[config.mk]
export PLATFORM = sky130hd
export DESIGN_NAME = nibble_port_ir_pwm_wake
export DESIGN_NICKNAME = d
export VERILOG_FILES = /design/src/nibble_port_pkg.sv /design/src/pwm_if.sv /design/src/pwm_bank.sv /design/src/nibble_port_ir_pwm_wake.sv
export SDC_FILE = /design/constraint.sdc
export NUM_CORES = 1
export LEC_CHECK = 0
export BUFFER_PORTS_ARGS = -buffer_cell sky130_fd_sc_hd__buf_2
export CORE_UTILIZATION = 45
export CTS_CLUSTER_DIAMETER = 80
export DETAILED_ROUTE_END_ITERATION = 8
export PLACE_DENSITY = 0.77
export RECOVER_POWER = 50
export SETUP_SLACK_MARGIN = 0.5
export SYNTH_ARGS = -nofsm -noshare
export SYNTH_HDL_FRONTEND = slang
export SYNTH_SLANG_ARGS = --single-unit
[constraint.sdc]
create_clock -name mclk -period 2 [get_ports mclk]
set_clock_uncertainty 0.15 [all_clocks]
set_input_delay 0.1 -clock mclk [delete_from_list [all_inputs] [get_ports mclk]]
set_output_delay 0.1 -clock mclk [all_outputs]
set_load 0.05 [all_outputs]
[src/nibble_port_pkg.sv]
// Constants shared by the nibble port block and its pulse-width bank.
// Assumes a 250 MHz mclk that stands in for the 2 MHz system clock.
package nibble_port_pkg;

	// ==========================================================
	// Timing.
	localparam int MCLK_HZ = 250_000_000;
	localparam int MCLK_PERIOD_NS = 4;
	localparam int SYS_CLK_HZ = 2_000_000;
	localparam int INSTR_TIME_NS = 4000;
	localparam int IR_CARRIER_HZ = 38500;
	localparam int SYS_DIV = MCLK_HZ / SYS_CLK_HZ;
	localparam int INSTR_CYCLES = INSTR_TIME_NS / MCLK_PERIOD_NS;
	localparam int IR_HALF_CYCLES = MCLK_HZ / (2 * IR_CARRIER_HZ);
	localparam int SYS_DIV_W = 7;
	localparam int INSTR_W = 10;
	localparam int IR_W = 12;

	// ==========================================================
	// Pin map: port_a 3:0, port_b 7:4, port_c 11:8, port_d 15:12.
	localparam int PIN_COUNT = 16;
	localparam int PORT_WIDTH = 4;
	localparam int PORT_B_BIT3 = 7;
	localparam int PORT_C_BIT3 = 11;
	localparam int PWM_BASE = 8;
	localparam int PWM_COUNT = 4;
	localparam int DUTY_W = 8;
	localparam int IR_MODE_BIT = 3;

	// ==========================================================
	// Reset values.
	localparam logic [15:0] PIN_RESET = 16'h0000;
	localparam logic [7:0] PWM_CNT_RESET = 8'h00;

	typedef enum logic {
		RUN = 1'b0,
		STOP = 1'b1
	} power_state_t;

endpackage : nibble_port_pkg

[src/pwm_if.sv]
// Carrier between the port block and its pulse-width bank.
// Assumes both ends run on the same mclk.
`timescale 1ns/1ps
interface pwm_if;
	logic [31:0] duty;
	logic tick;
	logic [3:0] wave;

	modport bank (
		input duty,
		input tick,
		output wave
	);

	modport ctrl (
		output duty,
		output tick,
		input wave
	);
endinterface : pwm_if

[src/pwm_bank.sv]
// Four pulse-width channels sharing one 256-count period.
// Assumes tick is a one-cycle pulse at the system clock rate.
`timescale 1ns/1ps
module pwm_bank (
	input wire logic mclk,
	input wire logic rst,
	input wire logic ce,
	pwm_if.bank pwm
);

	// ==========================================================
	// Period counter.
	logic [7:0] count;

	always_ff @(posedge mclk) begin
		if (rst) begin
			count <= nibble_port_pkg::PWM_CNT_RESET;
		end else if (ce && pwm.tick) begin
			count <= count + 8'h01;
		end
	end

	// ==========================================================
	// Compare per channel; a zero duty never wins the compare.
	genvar ch;
	generate
		for (ch = 0; ch < nibble_port_pkg::PWM_COUNT; ch++) begin : g_ch
			always_ff @(posedge mclk) begin
				if (rst) begin
					pwm.wave[ch] <= 1'b0;
				end else if (ce) begin
					pwm.wave[ch] <= count < pwm.duty[ch*8 +: 8];
				end
			end
		end
	endgenerate

endmodule : pwm_bank

[src/nibble_port_ir_pwm_wake.sv]
// General-purpose pin block: four nibble ports, infrared carrier, four
// pulse-width pins and pin-change wake from stop mode.
// Assumes pin inputs are asynchronous and control ports come from mclk logic.
//
// Contract
// - Logic paced by 2 MHz clock, 4 us instructions.
// - Four 4-bit ports, sixteen pins total.
// - Each bit independently pulled-down input or output.
// - End instruction enters stop, halting system clock.
// - Any pin transition wakes from stop.
// - Mode control bit 3 enables infrared.
// - Infrared modulates port_c bit3 with 38.5 kHz.
// - Select bit routes infrared to port_b or port_c.
// - Pulse-width outputs on port_c bits 0-3.
// - Each pulse-width pin has 8-bit duty.
`timescale 1ns/1ps
module nibble_port_ir_pwm_wake (
	input wire logic mclk,
	input wire logic rst,
	input wire logic ce,
	input wire logic [15:0] pinIn,
	input wire logic [15:0] dirOut,
	input wire logic [15:0] outVal,
	input wire logic [3:0] modeCtrl,
	input wire logic irPinSelectBit,
	input wire logic [3:0] pwmEnable,
	input wire logic [31:0] pwmDuty,
	input wire logic endInstr,
	output logic [15:0] pinOut,
	output logic [15:0] pinOe,
	output logic [15:0] pullDownEn,
	output logic [15:0] portRead,
	output logic instrTick,
	output logic sysClkRun
);

	// ==========================================================
	// Pin synchronisers.
	logic [15:0] pinMeta;
	logic [15:0] pinSync;
	logic [15:0] pinPrev;

	always_ff @(posedge mclk) begin
		if (rst) begin
			pinMeta <= nibble_port_pkg::PIN_RESET;
			pinSync <= nibble_port_pkg::PIN_RESET;
			pinPrev <= nibble_port_pkg::PIN_RESET;
		end else if (ce) begin
			pinMeta <= pinIn;
			pinSync <= pinMeta;
			pinPrev <= pinSync;
		end
	end

	// ==========================================================
	// Stop mode and wake.
	// Wake reads the synchronised pins, so a pulse shorter than one mclk
	// period may be missed; keys are far slower than that.
	nibble_port_pkg::power_state_t state;
	logic wake;

	assign wake = (pinSync != pinPrev);

	always_ff @(posedge mclk) begin
		if (rst) begin
			state <= nibble_port_pkg::RUN;
		end else if (ce) begin
			unique case (state)
				nibble_port_pkg::RUN: begin
					if (endInstr) begin
						state <= nibble_port_pkg::STOP;
					end
				end
				nibble_port_pkg::STOP: begin
					if (wake) begin
						state <= nibble_port_pkg::RUN;
					end
				end
			endcase
		end
	end

	assign sysClkRun = (state == nibble_port_pkg::RUN);

	// ==========================================================
	// System clock and instruction pacing; both freeze in stop.
	logic [6:0] sysDiv;
	logic [9:0] instrDiv;
	logic sysTick;

	assign sysTick = sysClkRun && (sysDiv == 7'(nibble_port_pkg::SYS_DIV - 1));

	always_ff @(posedge mclk) begin
		if (rst) begin
			sysDiv <= 7'h00;
		end else if (ce && sysClkRun) begin
			sysDiv <= sysTick ? 7'h00 : sysDiv + 7'h01;
		end
	end

	always_ff @(posedge mclk) begin
		if (rst) begin
			instrDiv <= 10'h000;
			instrTick <= 1'b0;
		end else if (ce) begin
			instrTick <= 1'b0;
			if (sysClkRun) begin
				if (instrDiv == 10'(nibble_port_pkg::INSTR_CYCLES - 1)) begin
					instrDiv <= 10'h000;
					instrTick <= 1'b1;
				end else begin
					instrDiv <= instrDiv + 10'h001;
				end
			end
		end
	end

	// ==========================================================
	// Port settings take effect once per instruction.
	logic [15:0] dirLatch;
	logic [15:0] valLatch;
	logic [3:0] pwmEnLatch;

	always_ff @(posedge mclk) begin
		if (rst) begin
			dirLatch <= nibble_port_pkg::PIN_RESET;
			valLatch <= nibble_port_pkg::PIN_RESET;
			pwmEnLatch <= 4'h0;
		end else if (ce && instrTick) begin
			dirLatch <= dirOut;
			valLatch <= outVal;
			pwmEnLatch <= pwmEnable;
		end
	end

	// ==========================================================
	// Infrared carrier, running only while enabled and awake.
	logic [11:0] irDiv;
	logic carrier;
	logic irOn;

	assign irOn = modeCtrl[nibble_port_pkg::IR_MODE_BIT];

	always_ff @(posedge mclk) begin
		if (rst) begin
			irDiv <= 12'h000;
			carrier <= 1'b0;
		end else if (ce) begin
			if (!irOn) begin
				irDiv <= 12'h000;
				carrier <= 1'b0;
			end else if (sysClkRun) begin
				if (irDiv == 12'(nibble_port_pkg::IR_HALF_CYCLES - 1)) begin
					irDiv <= 12'h000;
					carrier <= ~carrier;
				end else begin
					irDiv <= irDiv + 12'h001;
				end
			end
		end
	end

	// ==========================================================
	// Pulse-width bank.
	pwm_if pwm ();

	assign pwm.duty = pwmDuty;
	assign pwm.tick = sysTick;

	pwm_bank u_pwm (
		.mclk(mclk),
		.rst(rst),
		.ce(ce),
		.pwm(pwm)
	);

	// ==========================================================
	// Pin drive. Infrared outranks pulse-width on port_c bit3 because
	// the carrier would otherwise be chopped by the duty wave.
	logic [15:0] next_pinOut;
	logic [15:0] next_pinOe;
	logic irPin;

	always_comb begin
		next_pinOut = valLatch;
		next_pinOe = dirLatch;
		for (int i = 0; i < nibble_port_pkg::PWM_COUNT; i++) begin
			if (pwmEnLatch[i]) begin
				next_pinOut[nibble_port_pkg::PWM_BASE + i] = pwm.wave[i];
				next_pinOe[nibble_port_pkg::PWM_BASE + i] = 1'b1;
			end
		end
		irPin = valLatch[nibble_port_pkg::PORT_C_BIT3] & carrier;
		if (irOn) begin
			if (irPinSelectBit) begin
				next_pinOut[nibble_port_pkg::PORT_B_BIT3] = irPin;
				next_pinOe[nibble_port_pkg::PORT_B_BIT3] = 1'b1;
			end else begin
				next_pinOut[nibble_port_pkg::PORT_C_BIT3] = irPin;
				next_pinOe[nibble_port_pkg::PORT_C_BIT3] = 1'b1;
			end
		end
	end

	always_ff @(posedge mclk) begin
		if (rst) begin
			pinOut <= nibble_port_pkg::PIN_RESET;
			pinOe <= nibble_port_pkg::PIN_RESET;
			pullDownEn <= ~nibble_port_pkg::PIN_RESET;
			portRead <= nibble_port_pkg::PIN_RESET;
		end else if (ce) begin
			pinOut <= next_pinOut;
			pinOe <= next_pinOe;
			pullDownEn <= ~next_pinOe;
			portRead <= pinSync;
		end
	end

endmodule : nibble_port_ir_pwm_wake

==> results.py <==
metrics = {
    "synthesis": {
        "synthXorXnorAreaFrac_pct": 4.391,
        "synthMuxAreaShare_pct": 9.062,
        "synth_top_area_share_pct": 46.48,
        "synthSimpleGateAreaFrac_pct": 18.16,
        "synth_top_family_by_area": "simple AND/OR/NAND/NOR gates",
        "avgSynthCellArea_sq_um": 8.928,
        "async_flop_share_pct": 0,
        "ys_ff_latch": 176,
        "ys_top_cells_by_area": "dfxtp_1, mux2i_1, ha_1, nand2_1, nor2_1",
        "syn_area_sq_mm": 0.007580,
        "syn_inst": 849,
        "yosysWarnings": 0,
        "synth_edf_count": 0,
        "synth_top_cell_by_area": "dfxtp_1",
        "synthFlopType": "dfxtp_1",
        "synth_fp_nets": 976,
        "synth-compound-area-share_pct": 11.16,
        "synth_cell_types": 52,
        "ys_seq_area_share_pct": 46.48,
        "synth-adder-area-share_pct": 5.612,
    },
    "routing": {
        "wl_per_cell_microns": 14.35,
        "first_pass_iters": 5,
        "drcViolationCount": 0,
        "first_iter_violations": 389,
        "drtAntennaViolNets": 0,
        "drt-total-wl_mm": 18.87,
        "vias": 6686,
        "viasPerCell": 5.084,
    },
    "cells_and_area": {
        "n_antenna_cell": 0,
        "layout-drive-gt1-share_pct": 22.56,
        "layout_commonest_cell": "dfxtp_1",
        "layout.nets": 1209,
        "final_cell_mix": "dfxtp_1, nand2_1, nor2_1",
        "areaGrowthSynthToFinish_pct": 35.85,
    },
    "clock_network": {
        "cts_buffer_depth": 2,
        "h-tree-depth": 4,
        "path_clk_slew_ps": 70,
        "cts_buffers": 17,
        "clk_latency_ps": 420,
        "cts_sinks": 176,
        "tritoncts": "built",
        "clockRootBuffer": "clkbuf_16",
    },
    "critical_path": {
        "cp.required_ps": 2160,
        "rrSetupSlack_ps": 220,
        "cp-start-kind": "flop",
        "cp-end-kind": "flop",
        "worstPathMaxFanout": 7,
        "crit_type": "flop to flop",
        "crit_arrival_ps": 1940,
    },
    "die": {
        "die_area_sq_mm": 0.01737,
        "dieHeight_microns": 131.8,
        "start_util_pct": 45.87,
        "coreArea_sq_mm": 0.01652,
        "io_pins": 159,
        "std_cell_rows": 47,
        "die_w_microns": 131.8,
    },
    "global_route": {
        "antenna_found_initial": 0,
        "grt_pass1_vias": 6496,
        "track_usage_pct": 21.88,
        "grt_max_degree": 87,
        "grt_pass1_wl_mm": 30.93,
        "overflow": 0,
    },
    "sta": {
        "hold_viol_final": 0,
        "final_max_slew_viol_count": 0,
        "hold_ws_ps": 15.75,
        "finalSetupViolations": 0,
        "fin_tns_setup_ps": 0,
        "fin_crit_sh_pct": 88.96,
        "worst_pin_slew_ps": 684.1,
        "rsz0062_at_grt": "yes",
        "fin_crit_ps": 1779,
        "max_slew_margin_pct": 54.59,
        "clock.fmax_mhz": 562.1,
    },
    "worst_hold_path": {
        "hp-class": "primary input to flop",
    },
    "place": {
        "place.port_buffers": 155,
        "gp_congestion": 0.7945,
        "post-dp-hpwl_mm": 11.61,
    },
    "flow_run": {
        "max-cap-violations": 0,
    },
    "power_and_ir_drop": {
        "ir_worst_vdd_v": 0.0007361,
        "p_leak_nw": 4.415,
        "power_mw": 8.070,
        "power.density_mw_per_mm2": 783.7,
    },
    "status": {
        "outcome": "finished clean",
    },
}
-- per-layer routing --
| layer | global-route usage [%] | routed length (microns) | vias to the layer above |
|---|---|---|---|
| li1 | - | - | 3349 |
| met1 | 26.36 | 8031 | 3139 |
| met2 | 38.24 | 9429 | 160 |
| met3 | 4.767 | 893 | 38 |
| met4 | 7.881 | 515 | 0 |
| met5 | 0 | 0 | - |
-- registers in the layout, indices dropped and copies added (netlist names) --
| name | count |
|---|---|
| carrier | 1 |
| dirLatch | 16 |
| instrDiv | 10 |
| instrTick | 1 |
| irDiv | 12 |
| pinMeta | 16 |
| pinOe | 16 |
| pinOut | 16 |
| pinSync | 16 |
| portRead | 16 |
| pullDownEn | 16 |
| pwmEnLatch | 4 |
| state | 1 |
| sysDiv | 7 |
| u_pwm.count | 8 |
| u_pwm.pwm.wave | 4 |
| valLatch | 16 |
-- repair_timing --
item                                    in CTS  in global routing
buffers inserted                            21                  6
hold buffers                                56                  0
pin swaps                                   12                 17
hold endpoints to repair                    66                  0
gates resized for setup                     24                 31
endpoints found under the setup margin      34                 90
-- cell families after synthesis --
group                      after synthesis
and+or+nand+nor                        302
muxes                                   68
AOI/OAI and AO/OA                      137
adders and majority gates               34
buffers and inverters                   94
DFF                                    176
xor gates and xnor gates                38
-- worst paths after layout --
path                                          end  depth (start not counted)            from
worst max-delay path                     irDiv[8]                          5        irDiv[9]
worst min-delay path            u_pwm.pwm.wave[1]                          6     pwmDuty[11]
worst max register to register           irDiv[8]                          5        irDiv[9]
worst min register to register     pullDownEn[10]                          2  pullDownEn[10]
-- per-stage QoR --
| stage | util, % | setup slack, ps | area (sq um) | cells |
|---|---|---|---|---|
| 5_1_grt | 62.32 | 151.9 | 10300 | 1315 |
| 3_5_place_dp | 52.80 | 138.5 | 8725 | 1200 |
| 4_1_cts | 61.59 | 202.3 | 10180 | 1309 |
| 2_1_floorplan | - | 261.9 | 7681 | 849 |
| 6_report | 62.32 | 220.8 | 10300 | 1315 |
| 3_3_place_gp | 52.80 | 153.3 | 8725 | 1200 |
-- where the power goes --
part | leakage [nW] | internal (mW) | switching [mW]
Combinational | 2.66 | 0.345 | 0.412
Sequential | 1.44 | 3.58 | 0.0549
Clock | 0.314 | 2.25 | 1.44
Total | 4.42 | 6.17 | 1.90
-- cells in the mapped netlist, types with 2 or more instances --
library cell    n
nor2_1        100
a211oi_1       13
a211o_1         4
and3_1          7
o21ai_0        27
and4_1          3
mux2_2          5
inv_1          51
dfxtp_1       176
a31oi_1         2
buf_1           4
o21a_1          5
and2_1          2
nor2b_1         6
nand3_1         9
nand4_1        14
a21oi_1        61
buf_6           4
buf_2           5
ha_1           34
a2bb2oi_1       5
xor2_1         29
nand2b_1       19
o22a_1          2
nor3_1         10
mux2i_1        63
nand3b_1        3
a311oi_1        2
nor4_1          8
nand2_1       112
clkbuf_1       30
o211ai_1        3
o31ai_1         4
xnor2_1         9
-- final cells by class --
cell class	instances	area [sq um]
multi-input combinational	579	3920
timing repair buffer	257	1685
clock inverter	14	225.2
fill	1340	6227
clock buffer	18	429.2
inverter	51	191.4
tap	220	275.3
sequential	176	3571
-- worst max-delay path, stage by stage (launching register included) --
cell     delay (ps)
dfxtp_2         320
or4b_4          550
o31ai_4         220
buf_6           160
o32ai_1          90
a21o_1          170
No activity file was read; power rests on OpenSTA's default activity.
